--- src/asm_defs.svh ---
`ifndef ASM_DEFS_SVH
`define ASM_DEFS_SVH

// Register byte offsets
`define ASM_OFF_DEF_MASK   8'h00
`define ASM_OFF_SF_MASK_A  8'h04
`define ASM_OFF_SF_MASK_B  8'h08
`define ASM_OFF_ENABLE     8'h0C
`define ASM_OFF_RAW        8'h10
`define ASM_OFF_CTRL       8'h14

// Widths
`define ASM_ADDR_W         8
`define ASM_ALERT_W        16
`define ASM_SF_W           8

// Reset values
`define ASM_RST_DEF_MASK   16'hF800
`define ASM_RST_SF_MASK_A  8'hFC
`define ASM_RST_SF_MASK_B  8'hF7

// Raw alert bit positions
`define ASM_B_GRP_BC       15
`define ASM_B_GRP_A        14
`define ASM_B_PERM_FAIL    13
`define ASM_B_MSK_SF       12
`define ASM_B_MSK_PF       11
`define ASM_B_BOOT_START   10
`define ASM_B_BOOT_DONE    9
`define ASM_B_RSVD         8
`define ASM_B_FULL_LOOP    7
`define ASM_B_CHG_OFF      6
`define ASM_B_DSG_OFF      5
`define ASM_B_STACK_LOW    4
`define ASM_B_BLOW_PIN     3
`define ASM_B_BALANCE      2
`define ASM_B_SCAN_DONE    1
`define ASM_B_WAKE         0

// Control register bit: settings-update mode
`define ASM_B_CFG_UPD      0

// AXI responses
`define ASM_RESP_OKAY      2'h0
`define ASM_RESP_SLVERR    2'h2

`endif

--- src/asm_pkg.sv ---
`include "asm_defs.svh"

package asm_pkg;

  // Power-up sequencing of the status word
  typedef enum logic [1:0] {
    ASM_BOOT,
    ASM_INIT,
    ASM_RUN
  } asm_boot_e;

  // Complete state of the block
  typedef struct packed {
    logic [`ASM_ALERT_W-1:0] def_mask;
    logic [`ASM_SF_W-1:0]    sf_mask_a;
    logic [`ASM_SF_W-1:0]    sf_mask_b;
    logic [`ASM_ALERT_W-1:0] enable;
    logic [`ASM_ALERT_W-1:0] raw;
    logic                    cfg_upd;
    asm_boot_e               boot;
    logic                    aw_ok;
    logic [`ASM_ADDR_W-1:0]  aw_addr;
    logic                    w_ok;
    logic [31:0]             wdata;
    logic [3:0]              wstrb;
    logic                    bvalid;
    logic [1:0]              bresp;
    logic                    rvalid;
    logic [31:0]             rdata;
    logic [1:0]              rresp;
    logic                    blow_s1;
    logic                    blow_s2;
  } asm_state_s;

endpackage

--- src/asm_alert_status.sv ---
`timescale 1ns/1ps
`include "asm_defs.svh"
// Functional notes
// Enable loads default mask at reset, update-exit
// Bit 15 set by group B/C safety
// Bit 14 set by group A safety
// Bit 13 set by enabled permanent failure
// Bit 12 set by masked safety alert
// Bit 11 set by masked failure alert
// Bit 10 at boot; bit 9 after scan
// Bit 7 set per full loop; set here only while enable bit 7 is set
// Bits 6/5 while charge/discharge switch off
// Bit 4 while stack voltage low
// Bit 3 while blow pin driven
// Bit 2 while balancing active
// Bit 1 set per single scan; set here only while enable bit 1 is set
// Bit 0 set on wake from sleep
// Mask A layout, default 0xFC
// Mask B layout, default 0xF7
// Masked alert is nonzero AND test
module asm_alert_status (
  input  wire logic        aclk,                         // System clock, 125 MHz
  input  wire logic        aresetn,                      // Sync reset, active low
  input  wire logic        ce,                           // Clock enable, freezes state
  input  wire logic        s_axi_awvalid,                // Write address valid
  output logic             s_axi_awready,                // Write address ready
  input  wire logic [7:0]  s_axi_awaddr,                 // Write byte address
  input  wire logic        s_axi_wvalid,                 // Write data valid
  output logic             s_axi_wready,                 // Write data ready
  input  wire logic [31:0] s_axi_wdata,                  // Write data
  input  wire logic [3:0]  s_axi_wstrb,                  // Write byte strobes
  output logic             s_axi_bvalid,                 // Write response valid
  input  wire logic        s_axi_bready,                 // Write response ready
  output logic [1:0]       s_axi_bresp,                  // Write response
  input  wire logic        s_axi_arvalid,                // Read address valid
  output logic             s_axi_arready,                // Read address ready
  input  wire logic [7:0]  s_axi_araddr,                 // Read byte address
  output logic             s_axi_rvalid,                 // Read data valid
  input  wire logic        s_axi_rready,                 // Read data ready
  output logic [31:0]      s_axi_rdata,                  // Read data
  output logic [1:0]       s_axi_rresp,                  // Read response
  input  wire logic        safety_group_bc_active,       // Any group B/C safety status
  input  wire logic        safety_group_a_active,        // Any group A safety status
  input  wire logic        permanent_failure,            // Enabled failure triggered
  input  wire logic [7:0]  protection_alert_a,           // Safety alert word A
  input  wire logic [7:0]  protection_alert_b,           // Safety alert word B
  input  wire logic        masked_failure_alert,         // Failure alert hit its mask
  input  wire logic        full_loop_done,               // Full loop done pulse
  input  wire logic        charge_switch_off,            // Charge switch is off
  input  wire logic        discharge_switch_off,         // Discharge switch is off
  input  wire logic        stack_low_voltage,            // Stack below shutdown level
  input  wire logic        blow_pin_driven,              // Blow pin level, async pin
  input  wire logic        balancing_active,             // Cell balancing running
  input  wire logic        single_scan_done,             // Single scan done pulse
  input  wire logic        wake_event,                   // Woken from sleep pulse
  output logic             masked_safety_alert,          // Live masked alert result
  output logic             irq                           // Level interrupt
);

  asm_pkg::asm_state_s st;
  asm_pkg::asm_state_s nx;

  // Byte-lane merge used for the default mask, enable and raw-clear writes
  function automatic logic [15:0] merge16(input logic [15:0] old,
                                          input logic [31:0] d,
                                          input logic [3:0]  s);
    logic [15:0] r;
    r = old;
    if (s[0]) begin
      r[7:0] = d[7:0];
    end
    if (s[1]) begin
      r[15:8] = d[15:8];
    end
    return r;
  endfunction

  // Offset decode shared by read and write paths
  function automatic logic mapped(input logic [7:0] a);
    return a == `ASM_OFF_DEF_MASK || a == `ASM_OFF_SF_MASK_A ||
           a == `ASM_OFF_SF_MASK_B || a == `ASM_OFF_ENABLE ||
           a == `ASM_OFF_RAW || a == `ASM_OFF_CTRL;
  endfunction

  logic        sf_hit;
  logic [15:0] set_vec;
  logic        do_wr;
  logic        do_rd;
  logic [15:0] w1c;
  logic [15:0] m16;

  // Masked safety alert: nonzero test of each word ANDed with its mask
  assign sf_hit = |(protection_alert_a & st.sf_mask_a) |
                  |(protection_alert_b & st.sf_mask_b);

  // Handshakes are combinational; one write and one read in flight.
  // Readies drop while ce is low: a frozen block cannot take a beat
  assign s_axi_awready = ce && !st.aw_ok && !st.bvalid;
  assign s_axi_wready  = ce && !st.w_ok && !st.bvalid;
  assign s_axi_arready = ce && !st.rvalid;
  assign s_axi_bvalid  = st.bvalid;
  assign s_axi_bresp   = st.bresp;
  assign s_axi_rvalid  = st.rvalid;
  assign s_axi_rdata   = st.rdata;
  assign s_axi_rresp   = st.rresp;
  assign masked_safety_alert = sf_hit;
  assign irq = |(st.raw & st.enable);

  // Event sources collected into one set vector
  always_comb begin
    set_vec = '0;
    set_vec[`ASM_B_GRP_BC]     = safety_group_bc_active;
    set_vec[`ASM_B_GRP_A]      = safety_group_a_active;
    set_vec[`ASM_B_PERM_FAIL]  = permanent_failure;
    set_vec[`ASM_B_MSK_SF]     = sf_hit;
    set_vec[`ASM_B_MSK_PF]     = masked_failure_alert;
    set_vec[`ASM_B_BOOT_START] = st.boot == asm_pkg::ASM_BOOT;
    set_vec[`ASM_B_BOOT_DONE]  = st.boot == asm_pkg::ASM_INIT && single_scan_done;
    set_vec[`ASM_B_FULL_LOOP]  = full_loop_done && st.enable[`ASM_B_FULL_LOOP];
    set_vec[`ASM_B_CHG_OFF]    = charge_switch_off;
    set_vec[`ASM_B_DSG_OFF]    = discharge_switch_off;
    set_vec[`ASM_B_STACK_LOW]  = stack_low_voltage;
    set_vec[`ASM_B_BLOW_PIN]   = st.blow_s2;
    set_vec[`ASM_B_BALANCE]    = balancing_active;
    set_vec[`ASM_B_SCAN_DONE]  = single_scan_done && st.enable[`ASM_B_SCAN_DONE];
    set_vec[`ASM_B_WAKE]       = wake_event;
  end

  // Next-state logic for the whole block
  always_comb begin
    nx    = st;
    do_wr = st.aw_ok && st.w_ok && !st.bvalid;
    do_rd = s_axi_arvalid && !st.rvalid;
    w1c   = '0;
    m16   = merge16(16'h0000, st.wdata, st.wstrb);

    // Pin synchroniser; only the second stage is read
    nx.blow_s1 = blow_pin_driven;
    nx.blow_s2 = st.blow_s1;

    // Capture address and data in either order
    if (s_axi_awvalid && s_axi_awready) begin
      nx.aw_ok   = 1'b1;
      nx.aw_addr = s_axi_awaddr;
    end
    if (s_axi_wvalid && s_axi_wready) begin
      nx.w_ok  = 1'b1;
      nx.wdata = s_axi_wdata;
      nx.wstrb = s_axi_wstrb;
    end

    // Register write once both halves are held
    if (do_wr) begin
      nx.aw_ok  = 1'b0;
      nx.w_ok   = 1'b0;
      nx.bvalid = 1'b1;
      nx.bresp  = mapped(st.aw_addr) ? `ASM_RESP_OKAY : `ASM_RESP_SLVERR;
      case (st.aw_addr)
        `ASM_OFF_DEF_MASK: begin
          nx.def_mask = merge16(st.def_mask, st.wdata, st.wstrb);
        end
        `ASM_OFF_SF_MASK_A: begin
          if (st.wstrb[0]) begin
            nx.sf_mask_a = st.wdata[7:0];
          end
        end
        `ASM_OFF_SF_MASK_B: begin
          if (st.wstrb[0]) begin
            nx.sf_mask_b = st.wdata[7:0];
          end
        end
        `ASM_OFF_ENABLE: begin
          nx.enable = merge16(st.enable, st.wdata, st.wstrb);
        end
        `ASM_OFF_RAW: begin
          w1c = m16;
        end
        `ASM_OFF_CTRL: begin
          if (st.wstrb[0]) begin
            nx.cfg_upd = st.wdata[`ASM_B_CFG_UPD];
          end
        end
        default: begin
        end
      endcase
    end
    if (st.bvalid && s_axi_bready) begin
      nx.bvalid = 1'b0;
    end

    // Leaving settings-update mode reloads the enable word
    if (st.cfg_upd && !nx.cfg_upd) begin
      nx.enable = st.def_mask;
    end

    // Sticky raw status, set wins over a same-cycle clear
    nx.raw = (st.raw & ~w1c) | set_vec;
    nx.raw[`ASM_B_RSVD] = 1'b0;

    // Boot sequencing: started at once, done after first scan
    case (st.boot)
      asm_pkg::ASM_BOOT: begin
        nx.boot = asm_pkg::ASM_INIT;
      end
      asm_pkg::ASM_INIT: begin
        if (single_scan_done) begin
          nx.boot = asm_pkg::ASM_RUN;
        end
      end
      asm_pkg::ASM_RUN: begin
        nx.boot = asm_pkg::ASM_RUN;
      end
      default: begin
        nx.boot = asm_pkg::ASM_BOOT;
      end
    endcase

    // Read path answers one cycle after the address is taken
    if (do_rd) begin
      nx.rvalid = 1'b1;
      nx.rdata  = '0;
      nx.rresp  = mapped(s_axi_araddr) ? `ASM_RESP_OKAY : `ASM_RESP_SLVERR;
      case (s_axi_araddr)
        `ASM_OFF_DEF_MASK: begin
          nx.rdata[15:0] = st.def_mask;
        end
        `ASM_OFF_SF_MASK_A: begin
          nx.rdata[7:0] = st.sf_mask_a;
        end
        `ASM_OFF_SF_MASK_B: begin
          nx.rdata[7:0] = st.sf_mask_b;
        end
        `ASM_OFF_ENABLE: begin
          nx.rdata[15:0] = st.enable;
        end
        `ASM_OFF_RAW: begin
          nx.rdata[15:0] = st.raw;
        end
        `ASM_OFF_CTRL: begin
          nx.rdata[`ASM_B_CFG_UPD] = st.cfg_upd;
        end
        default: begin
          nx.rdata = '0;
        end
      endcase
    end else if (st.rvalid && s_axi_rready) begin
      nx.rvalid = 1'b0;
    end
  end

  // State register; reset loads the default mask into the enable word
  always_ff @(posedge aclk) begin
    if (!aresetn) begin
      st           <= '0;
      st.def_mask  <= `ASM_RST_DEF_MASK;
      st.sf_mask_a <= `ASM_RST_SF_MASK_A;
      st.sf_mask_b <= `ASM_RST_SF_MASK_B;
      st.enable    <= `ASM_RST_DEF_MASK;
      st.boot      <= asm_pkg::ASM_BOOT;
    end else if (ce) begin
      st <= nx;
    end
  end
endmodule

--- config.mk ---
export PLATFORM = sky130hd
export DESIGN_NAME = asm_alert_status
export DESIGN_NICKNAME = d
export VERILOG_FILES = /design/src/asm_pkg.sv /design/src/asm_alert_status.sv
export VERILOG_INCLUDE_DIRS = /design/src
export SDC_FILE = /design/constraint.sdc
export NUM_CORES = 1
export LEC_CHECK = 0
export BUFFER_PORTS_ARGS = -buffer_cell sky130_fd_sc_hd__buf_4
export CORE_MARGIN = 4
export CORE_UTILIZATION = 49
export DETAILED_ROUTE_END_ITERATION = 8
export PLACE_DENSITY = 0.79
export SETUP_SLACK_MARGIN = 0.4
export SLEW_MARGIN = 10
export SYNTH_ARGS = -nofsm -noshare
export SYNTH_HDL_FRONTEND = slang
export SYNTH_SLANG_ARGS = --single-unit
--- constraint.sdc ---
create_clock -name aclk -period 1.6 [get_ports aclk]
set_input_delay 0.24 -clock aclk [delete_from_list [all_inputs] [get_ports aclk]]
set_output_delay 0.24 -clock aclk [all_outputs]
set_load 0.01 [all_outputs]
Yosys cells after proc, flatten, opt, wreduce, memory -nomap -nowiden
Cells that the tools add are included.
{"block": "classes", "bitwise": 7, "n_reduce_logical": 60, "eq_ne": 13, "mux": 27}
{"cell": "$mux 16", "count": 5}
{"cell": "$mux 37", "count": 1}
{"cell": "$pmux 7 s5", "count": 1}
{"cell": "$and 16x16->16", "count": 2}
{"cell": "$eq 8x4->1 const B", "count": 4}
{"cell": "$eq 8x5->1 const B", "count": 4}
{"cell": "$mux 8", "count": 4}
{"cell": "$pmux 8 s3", "count": 1}
{"cell": "$reduce_and 4->1", "count": 6}
{"cell": "$reduce_and 2->1", "count": 9}
{"cell": "$and 8x8->8", "count": 2}
{"cell": "$eq 8x3->1 const B", "count": 2}
{"cell": "$logic_and 1x1->1", "count": 16}
{"cell": "$logic_not 8->1", "count": 2}
{"cell": "$not 16->16", "count": 1}
{"cell": "$or 16x16->16", "count": 1}
{"cell": "$reduce_bool 2->1", "count": 8}
{"cell": "$reduce_or 16->1", "count": 1}
{"cell": "$reduce_or 8->1", "count": 2}
{"cell": "$logic_or 1x1->1", "count": 10}
{"cell": "$mux 9", "count": 1}
{"cell": "$mux 1", "count": 8}
{"cell": "$mux 2", "count": 3}
{"cell": "$pmux 1 s6", "count": 1}
{"cell": "other kinds (8)", "count": 12}
{"block": "word_totals", "output_inout_bits": 43, "wordCells": 128, "ff_bits": 136, "in_bits": 88}

Depth between registers and ports, before layout
Gate-level depths: netlist of run 1.
{"block": "logic_depth", "depth_word": 9, "ltp_mapped": 7, "ltp_nobuf": 6}

Least setup slack after synthesis of run 1
Ideal clock, no wire load.
{"block": "synth_timing", "path_type": "reg2reg", "from": "register st (netlist bit s_axi_bvalid)", "to": "register st[136] (netlist name)", "setup_time_ps": 129, "arrival_time_ps": 1565, "path_slack_ps": -95, "path_stages_with_launch": 7, "n_path_buf": 1, "period_less_slack_ps": 1695, "required_ps": 1471, "cell_sequence": "dfxtp_1 -> and4b_1 -> buf_4 -> nand3_4 -> nor4_4 -> mux2i_1 -> nand2_1"}
{"block": "synth_between", "elab_chain_len": 3}
{"element": "from (decl)", "line_no": "asm_alert_status.sv:60", "source": "asm_pkg::asm_state_s st;"}
{"element": "from (signal assigned)", "line_no": "asm_alert_status.sv:261", "source": "st <= nx;"}
{"element": "$logic_not 1->1", "line_no": "asm_alert_status.sv:132", "source": "do_wr = st.aw_ok && st.w_ok && !st.bvalid;"}
{"element": "$logic_and 1x1->1", "line_no": "asm_alert_status.sv:132"}
{"element": "$reduce_and 4->1 (no source line)"}
No other way between the ends.
A chain may end at the register's enable or synchronous reset.

Worst setup path in the final report of run 1
{"block": "layout_timing", "from": "register st[93] (netlist name)", "to": "output port irq"}
{"block": "layout_between", "elab_chain_len": 2}
{"element": "$and 16x16->16", "line_no": "asm_alert_status.sv:107", "source": "assign irq = |(st.raw & st.enable);"}
{"element": "$reduce_or 16->1", "line_no": "asm_alert_status.sv:107"}
{"element": "to (decl)", "line_no": "asm_alert_status.sv:57", "source": "output logic irq"}
No other way between the ends.

==> flow_metrics.py, run 1 <==
metrics = {
    "floorplan": {
        "fp-row-count": 38,
        "io_pins": 131,
        "die_h_um": 115,
        "core_area_mm2": 0.0110,
        "die_w_um": 115,
        "start_util_pct": 51.0,
        "dieArea_mm2": 0.0132,
    },
    "final_layout": {
        "final_area_mm2": 0.00864,
        "drive_above_1_share_pct": 49.3,
        "fin_cells": 937,
        "area_growth_pct": 53.7,
        "fin_nets": 875,
        "finish.utilization_pct": 78.3,
        "num_antenna_cells": 0,
    },
    "sta": {
        "report.final.slew_viol_count": 0,
        "tns_ps": -7630,
        "fin_ws_ps": -421,
        "period_minus_slack_ps": 2020,
        "skew_ps": 9.32,
        "period_share_pct": 126,
        "hold_viol_final": 0,
        "worst_pin_slew_ps": 602,
        "setup_viol_count_final": 70,
        "rsz0062_at_grt": "yes",
        "slew-limit-headroom_pct": 59.8,
        "max_freq_mhz": 495,
    },
    "critical_path": {
        "cp-startpoint": "st[93]$_SDFFE_PN0P_",
        "worstPathMaxFanout": 3,
        "arrival_ps": 1780,
        "crit_type": "flip-flop to primary output",
        "critPathRequiredTime_ps": 1360,
        "r2r_cells": 6,
        "start_kind": "flip-flop",
        "crit_end": "irq",
        "r2r_slack_ps": -270,
        "worstSetupEndpointType": "primary output",
        "r2r_start": "s_axi_bvalid$_SDFFE_PN0P_",
        "worstReg2RegEnd": "st[133]$_SDFFE_PN1P_",
    },
    "grt": {
        "grt_pass1_wl_um": 29100,
        "antenna_found_initial": 0,
        "grt_pass1_vias": 5643,
        "grt_overflow": 0,
        "grt_usage_pct": 28.5,
        "grt_start_max_net_pins": 54,
    },
    "logic_synthesis": {
        "yosys_warnings": 0,
        "ys_seq_area_share_pct": 41.3,
        "synth_edf_count": 0,
        "ys_seq_elements": 116,
        "synthDistinctLibCells": 53,
        "synth.avg_cell_area_um2": 8.75,
        "yosysTopAreaCell": "dfxtp_1",
        "syn_area_mm2": 0.00562,
        "yosys.area.top_type_share_pct": 41.3,
        "synth_most_common_cell": "nand2_1",
        "synth_common_cells": "145 x nand2_1, 116 x dfxtp_1, 39 x mux2i_1, 38 x buf_4, 38 x o21ai_0",
        "synth_area_leaders": "dfxtp_1 41%, nand2_1 9.7%, mux2i_1 6.9%",
        "yosys_most_used_dff": "dfxtp_1",
        "syn_inst": 642,
        "synthArstFlopShare_pct": 0,
    },
    "worst_hold_path": {
        "min_path_type": "primary input to flip-flop",
    },
    "clock_network": {
        "clk_latency_ps": 420,
        "cts_made_buffers": 17,
        "cts_sinks": 116,
        "path_clk_slew_ps": 60,
        "cts_tree": "done",
        "clockBufferDepth": 2,
        "cts-hold-fix-buffers": 0,
        "root_buffer": "clkbuf_16",
        "cts-htree-levels": 4,
    },
    "detailed_routing": {
        "drc_errors": 0,
        "vias": 5763,
        "via_per_inst": 6.15,
        "wl_per_cell_um": 23.4,
        "drtIter0Drc": 608,
        "wirelength_um": 21900,
        "first_pass_iters": 6,
        "ant_nets": 0,
    },
    "power": {
        "power_switching_uw": 2050,
        "leakagePower_uw": 0.00342,
        "internal_power_uw": 6490,
        "clkPwrFrac_pct": 50.7,
        "p_comb_share_pct": 13.3,
        "p_per_area_mw_per_mm2": 989,
        "vdd_ir_drop_max_v": 0.000720,
        "switching_share_pct": 24.0,
        "p_total_uw": 8550,
        "seqPwrFrac_pct": 36.0,
    },
    "placed_design": {
        "place_area_mm2": 0.00661,
        "dp.cells": 862,
        "portBuffers": 94,
        "place_hpwl_um": 11100,
        "gp_congestion": 0.906,
    },
    "outcome": {
        "violations": "negative setup slack",
        "status": "finished, violations left",
    },
    "run": {
        "drv_cap": 0,
    },
}
[power groups by stage]
| stage | sequential (uW) | combinational (uW) | clock, uW |
|---|---|---|---|
| after detailed placement | 3110 | 717 | 0 |
| after floorplan | 3080 | 468 | 0 |
| after global placement | 3100 | 692 | 0 |
| final | 3080 | 1140 | 4330 |
| after global routing | 3080 | 1200 | 4460 |
| after CTS | 3050 | 916 | 4280 |
[through the flow]
stage / setup slack (ps) / hold slack, ps
after floorplan: -63.5 / 377
after global placement: -63.5 / 440
after detailed placement: -105 / 449
after CTS: -223 / 62.9
after global routing: -408 / 61.5
final: -421 / 65.0
[what timing repair did]
item | CTS | global route
gates resized for setup | 171 | 119
setup endpoints to repair | 118 | 119
setup buffers | 19 | 19
pin swaps | 50 | 86
cloned | 5 | 1
[state kept, by name, summed over array words and instances, names as in the netlist]
signal        count
s_axi_bresp       1
st               94
nx                1
s_axi_rresp       1
s_axi_rvalid      1
s_axi_rdata      16
s_axi_bvalid      1
set_vec           1
[cells in the final DEF, fill, tap and decap left out, types with 7 or more instances in the layout]
cell type,n
buf_4,133
nand2_1,100
dfxtp_1,93
mux2i_1,34
nor2b_1,32
buf_6,32
nand2_4,25
nand2_2,20
dfxtp_2,20
conb_1,18
clkbuf_16,18
a21boi_2,17
a21boi_1,17
a21oi_1,17
o21ai_0,15
a22oi_1,14
o21ai_2,13
buf_12,11
inv_1,10
a31oi_1,10
mux2_2,8
o21ai_1,8
nor2_4,7
[logic make-up after synthesis]
logic type               count (synthesis)  synth area share (%)
other                                    1                0.0667
adder cells (fa/ha/maj)                  2                 0.445
AO/OA/AOI/OAI                          149                  17.6
flip-flops                             116                  41.3
multiplexers                            52                  10.4
AND/OR/NAND/NOR                        236                  21.8
buffers and inverters                   86                  8.48
[worst max-delay path, cell delays in order (launching register included)]
cell and delay (ps):
dfxtp_2 340, a222oi_1 370, and3_1 270, nand4_1 180, buf_4 200
[per-layer routing]
| layer | vias to the layer above | track usage (%) | wire, um |
|---|---|---|---|
| met3 | 114 | 7.68 | 2160 |
| met4 | 0 | 14.8 | 1290 |
| met2 | 424 | 47.0 | 11000 |
| li1 | 2478 | - | - |
| met5 | - | 0 | 0 |
| met1 | 2747 | 33.9 | 7500 |
[how the worst min path moves through the flow]
stage                                       from  cells past startpoint  slack (ps)                      endpoint
CTS                              s_axi_awaddr[4]                      3          60           st[81]$_SDFFE_PN0P_
floorplan                        s_axi_awaddr[2]                      2         380           st[79]$_SDFFE_PN0P_
global placement     s_axi_rdata[0]$_SDFFE_PN0P_                      2         440   s_axi_rdata[0]$_SDFFE_PN0P_
detailed placement  s_axi_rdata[14]$_SDFFE_PN0P_                      2         450  s_axi_rdata[14]$_SDFFE_PN0P_
finish                           s_axi_awaddr[5]                      3          60           st[82]$_SDFFE_PN0P_
global route                     s_axi_awaddr[5]                      3          60           st[82]$_SDFFE_PN0P_
[area by class of cell]
type	instances	area, um2
clock buffers	23	498
multi-input cells	458	3700
inverters	12	47.5
fillers	624	2390
clock inverters	8	170
flip-flops and latches	116	2360
repair buffers	180	1690
well taps	140	175
(Power assumes the default switching activity.)
==> run 2: changes to the inputs <==
CORE_MARGIN = 1   (was 4)
==> run 2 against run 1 <==
Compared with the run above:
- the flow still finishes with violations (negative setup slack)
- non-clock buffer count shrank 9
- cell count fell by 0.96%
- worst setup slack gained 150 ps
- critical path type unchanged
- critical endpoint unchanged
==> flow_metrics.py, run 2 (synthesis gave the netlist of run 1 again) <==
metrics = {
    "power": {
        "leakagePower_uw": 0.00326,
        "vdd_ir_drop_max_v": 0.000569,
        "p_per_area_mw_per_mm2": 976,
        "p_total_uw": 8150,
    },
    "sta": {
        "worst_pin_slew_ps": 550,
        "tns_ps": -5250,
        "period_minus_slack_ps": 1870,
        "rsz0062_at_grt": "yes",
        "skew_ps": 6.59,
        "hold_viol_final": 0,
        "whs_ps": 73.7,
        "setup_viol_count_final": 53,
        "report.final.slew_viol_count": 0,
        "slew-limit-headroom_pct": 63.3,
        "period_share_pct": 117,
        "max_freq_mhz": 534,
        "fin_ws_ps": -273,
    },
    "grt": {
        "grt_pass1_wl_um": 26100,
        "grt_overflow": 0,
        "antenna_found_initial": 0,
        "grt_pass1_vias": 5260,
        "grt_start_max_net_pins": 55,
        "grt_usage_pct": 29.1,
    },
    "detailed_routing": {
        "wl_per_cell_um": 20.2,
        "ant_nets": 0,
        "via_per_inst": 5.75,
        "wirelength_um": 18800,
        "drc_errors": 0,
        "drtIter0Drc": 434,
        "vias": 5340,
        "first_pass_iters": 4,
    },
    "outcome": {
        "status": "finished, violations left",
        "violations": "negative setup slack",
    },
    "final_layout": {
        "final_common_cell": "buf_4",
        "largest_reg_flops": 94,
        "most-common-layout-cells": "122 x buf_4, 101 x nand2_1, 92 x dfxtp_1, 37 x mux2i_1, 35 x buf_6",
        "multiInputGateArea_mm2": 0.00355,
        "fin_cells": 928,
        "top_register": "st",
        "regArea_mm2": 0.00235,
        "drive_above_1_share_pct": 47.6,
        "fin_nets": 866,
        "num_antenna_cells": 0,
        "final_area_mm2": 0.00835,
        "area_growth_pct": 48.6,
        "fillers": 705,
    },
    "floorplan": {
        "dieArea_mm2": 0.0119,
        "io_pins": 131,
        "die_h_um": 109,
        "fp-row-count": 38,
        "die_w_um": 109,
        "start_util_pct": 51.0,
        "core_area_mm2": 0.0110,
    },
    "placed_design": {
        "place_area_mm2": 0.00663,
        "place_hpwl_um": 10900,
        "dp.cells": 862,
        "gp_congestion": 0.865,
        "portBuffers": 94,
    },
    "critical_path": {
        "worstPathMaxFanout": 3,
        "arrival_ps": 1630,
        "crit_type": "flip-flop to primary output",
        "start_kind": "flip-flop",
        "worstSetupEndpointType": "primary output",
        "critPathRequiredTime_ps": 1360,
    },
    "worst_hold_path": {
        "min_path_type": "primary input to flip-flop",
    },
    "clock_network": {
        "cts_sinks": 116,
        "cts_tree": "done",
        "cts-hold-fix-buffers": 0,
        "path_clk_slew_ps": 50,
        "clockBufferDepth": 2,
        "cts_made_buffers": 17,
        "cts-htree-levels": 4,
        "clk_latency_ps": 410,
        "root_buffer": "clkbuf_16",
    },
    "run": {
        "drv_cap": 0,
    },
}
[run 2: cell count changes in the layout (fill, tap and decap cells not counted), sizes merged]
cell / delta
clkinvlp: -2
buf: -9
clkbuf: -4
clkinv: +6
[run 2: worst paths after layout]
check                               start                      endpoint  slack [ps]  cells past startpoint
min                       s_axi_wdata[10]           st[54]$_SDFFE_PN0P_          70                      3
min reg2reg  s_axi_rdata[14]$_SDFFE_PN0P_  s_axi_rdata[14]$_SDFFE_PN0P_         460                      2
max                   st[92]$_SDFFE_PN0P_                           irq        -270                      4
max reg2reg     s_axi_bvalid$_SDFFE_PN0P_          st[110]$_SDFFE_PN0P_        -190                      7
[run 2: per-stage QoR]
stage	util [%]	setup slack, ps
after global routing	75.7	-325
after detailed placement	60.1	-137
after floorplan	-	-63.5
after CTS	71.2	-232
final	75.7	-273
after global placement	60.1	-93.9
[run 2: repair_timing]
item	in CTS	in global routing
cloned	5	1
resized for setup	170	95
setup buffers	18	11
pin swaps	46	50
setup endpoints to repair	115	109
[run 2: layout make-up]
cell class	instances	share of cell area, %
clock buffers	19	5.30
flip-flops and latches	116	28.2
repair buffers	171	19.1
multi-input cells	458	42.5
inverters	12	0.539
well taps	140	2.10
clock inverters	12	2.22
[run 2: power by group]
part           internal [uW]  total (uW)  switching, uW  leakage (uW)
clock network           2770        4070           1300      0.000316
logic                    510        1020            507       0.00199
registers               2970        3070           99.2      0.000946
total                   6250        8150           1900       0.00326
[run 2: critical path, stage by stage, from the launching register on]
cell	delay, ps
dfxtp_1	340
a22o_1	250
a221oi_2	240
nand4_1	200
buf_4	190
[run 2: layer usage]
metal | vias to the layer above | GRT usage, % | part of all wire, %
li1 | 2461 | - | -
met2 | 265 | 50.4 | 51
met4 | 0 | 12.0 | 3.9
met5 | - | 0 | 0
met1 | 2558 | 35.1 | 39
met3 | 56 | 5.68 | 6.2
==> run 3: changes to the inputs <==
CORE_UTILIZATION = 58   (was 49)
PLACE_DENSITY = 0.87   (was 0.79)
clock period = 2.3 ns   (was 1.6 ns; I/O delays follow)
==> run 3 against run 2 <==
Compared with the run above:
- the flow now finishes without violations
- register-to-register slack better by 620 ps
- die area is 15% lower
- sequential cell count did not move
- critical path type unchanged
- critical endpoint unchanged
==> flow_metrics.py, run 3 (synthesis gave the netlist of run 1 again) <==
metrics = {
    "power": {
        "seqPwrFrac_pct": 39.4,
        "clkPwrFrac_pct": 52.3,
        "vdd_ir_drop_max_v": 0.000433,
        "internal_power_uw": 4190,
        "power_switching_uw": 1210,
        "p_per_area_mw_per_mm2": 779,
        "switching_share_pct": 22.3,
        "leakagePower_uw": 0.00261,
        "p_comb_share_pct": 8.4,
    },
    "grt": {
        "grt_pass1_wl_um": 24100,
        "grt_overflow": 0,
        "grt_start_max_net_pins": 61,
        "antenna_found_initial": 0,
        "grt_use_met3_pct": 7.10,
        "grt_usage_pct": 31.5,
        "grt.met1_usage_pct": 38.8,
        "grt_pass1_vias": 4888,
        "grt.busiest_layer": "met2",
        "grtUsageMet2_pct": 52.1,
    },
    "sta": {
        "worst_pin_slew_ps": 587,
        "slew-limit-headroom_pct": 60.8,
        "period_minus_slack_ps": 2070,
        "period_share_pct": 90.2,
        "rsz0062_at_grt": "yes",
        "report.final.slew_viol_count": 0,
        "max_freq_mhz": 482,
        "tns_ps": 0,
        "skew_ps": 10.6,
        "hold_viol_final": 0,
        "setup_viol_count_final": 0,
    },
    "final_layout": {
        "most-common-layout-cells": "145 x nand2_1, 113 x dfxtp_1, 108 x buf_4, 39 x mux2i_1, 38 x o21ai_0",
        "largest_reg_flops": 94,
        "fin_cells": 855,
        "area_growth_pct": 23.3,
        "multiInputGateArea_mm2": 0.00294,
        "fillers": 646,
        "drive_above_1_share_pct": 24.1,
        "fin_nets": 803,
        "top_register": "st",
        "num_antenna_cells": 0,
        "final_common_cell": "nand2_1",
        "regArea_mm2": 0.00233,
    },
    "clock_network": {
        "cts_tree": "done",
        "path_clk_slew_ps": 60,
        "clockBufferDepth": 2,
        "root_buffer": "clkbuf_8",
        "cts_sinks": 116,
        "clk_latency_ps": 520,
        "cts_made_buffers": 17,
        "cts-hold-fix-buffers": 0,
        "cts-htree-levels": 4,
    },
    "critical_path": {
        "slowest_stage": "a222oi_1",
        "r2r_slack_ps": 430,
        "r2r_start": "s_axi_bvalid$_SDFFE_PN0P_",
        "worstSetupEndpointType": "primary output",
        "max_stage_delay_ps": 350,
        "start_kind": "flip-flop",
        "worstPathMaxFanout": 2,
        "worstPathCellList": "a222oi_1 -> and3_1 -> nand4_1 -> buf_4",
        "crit_type": "flip-flop to primary output",
        "arrival_ps": 1730,
        "worstReg2RegEnd": "st[116]$_SDFFE_PN1P_",
        "r2r_cells": 6,
        "critPathRequiredTime_ps": 1960,
    },
    "placed_design": {
        "dp.cells": 821,
        "gp_congestion": 0.874,
        "portBuffers": 94,
        "place_hpwl_um": 10000,
    },
    "detailed_routing": {
        "wirelength_um": 15200,
        "via_per_inst": 5.90,
        "drtIter0Drc": 360,
        "vias": 5044,
        "ant_nets": 0,
        "first_pass_iters": 5,
        "drc_errors": 0,
        "wl_per_cell_um": 17.8,
    },
    "floorplan": {
        "core_area_mm2": 0.00933,
        "io_pins": 131,
        "die_h_um": 100,
        "start_util_pct": 60.3,
        "die_w_um": 100,
        "fp-row-count": 35,
        "dieArea_mm2": 0.0101,
    },
    "worst_hold_path": {
        "whs_endpoint": "st[57]$_SDFFE_PN0P_",
        "hold_start": "s_axi_wdata[13]",
        "min_path_type": "primary input to flip-flop",
        "hold_depth": 3,
    },
    "outcome": {
        "status": "completed",
    },
    "run": {
        "drv_cap": 0,
    },
}
-- run 3: changes by cell type in the layout (fill, tap and decap cells not counted), moves of 8 or more --
cell / change
a21boi_0: +33
a21boi_1: -20
a21boi_2: -13
buf_12: -10
buf_4: -14
buf_6: -35
dfxtp_1: +21
dfxtp_2: -20
nand2_1: +44
nand2_2: -28
nand2_4: -13
nor2_1: +8
o21ai_0: +23
o21ai_2: -18
-- run 3: what timing repair did --
| item | in CTS | in global routing |
|---|---|---|
| pin swaps | 3 | 1 |
| setup endpoints to repair | 4 | 25 |
| gates resized for setup | 3 | 9 |
| buffers inserted | 2 | 0 |
-- run 3: cell type report --
class / count / share of cell area [%]
inverter: 12 / 0.650
clock buffer: 22 / 6.54
multi-input combinational: 457 / 42.4
clock inverter: 10 / 2.56
sequential: 116 / 33.6
timing repair buffer: 109 / 12.0
tap: 129 / 2.33
-- run 3: stage by stage --
| stage | worst slack (ps) | hold WS [ps] | power (uW) | area, um2 | utilization (%) |
|---|---|---|---|---|---|
| 2_1_floorplan | 605 | 426 | 2440 | 5680 | - |
| 3_3_place_gp | 495 | 439 | 2580 | 6240 | 66.9 |
| 3_5_place_dp | 431 | 445 | 2600 | 6240 | 66.9 |
| 4_1_cts | 216 | 75.7 | 5390 | 6890 | 73.9 |
| 5_1_grt | 210 | 84.5 | 5550 | 6930 | 74.3 |
| 6_report | 225 | 84.3 | 5400 | 6930 | 74.3 |
-- run 3: worst max-delay path, delay by kind of cell (launching register included) --
| kind | cells | cell delay, ps |
|---|---|---|
| AOI/OAI and AO/OA | 1 | 350 |
| DFF | 1 | 320 |
| buffers and inverters | 1 | 190 |
| and+or+nand+nor | 2 | 350 |
-- run 3: how the worst max path moves through the flow --
stage | start | slack, ps | end | cells after the start
2_1_floorplan | s_axi_bvalid$_SDFFE_PN0P_ | 610 | st[136]$_SDFFE_PN1P_ | 6
3_3_place_gp | s_axi_bvalid$_SDFFE_PN0P_ | 490 | st[121]$_SDFFE_PN1P_ | 6
3_5_place_dp | s_axi_bvalid$_SDFFE_PN0P_ | 430 | st[124]$_SDFFE_PN0P_ | 6
4_1_cts | st[109]$_SDFFE_PN0P_ | 220 | irq | 4
5_1_grt | st[109]$_SDFFE_PN0P_ | 210 | irq | 4
6_report | st[109]$_SDFFE_PN0P_ | 230 | irq | 4
-- run 3: power groups by stage --
stage,clock network [uW],registers (uW),logic (uW)
3_5_place_dp,0,2160,435
4_1_cts,2820,2120,444
3_3_place_gp,0,2160,419
5_1_grt,2930,2130,493
6_report,2820,2130,452
2_1_floorplan,0,2140,297
-- run 3: routing by layer --
layer  vias up  wire [um]  part of all wire (%)
li1       2327          -                     -
met5         -          0                     0
met4         0        539                   3.5
met1      2366       6060                    40
met3        56       1330                   8.7
met2       295       7290                    48
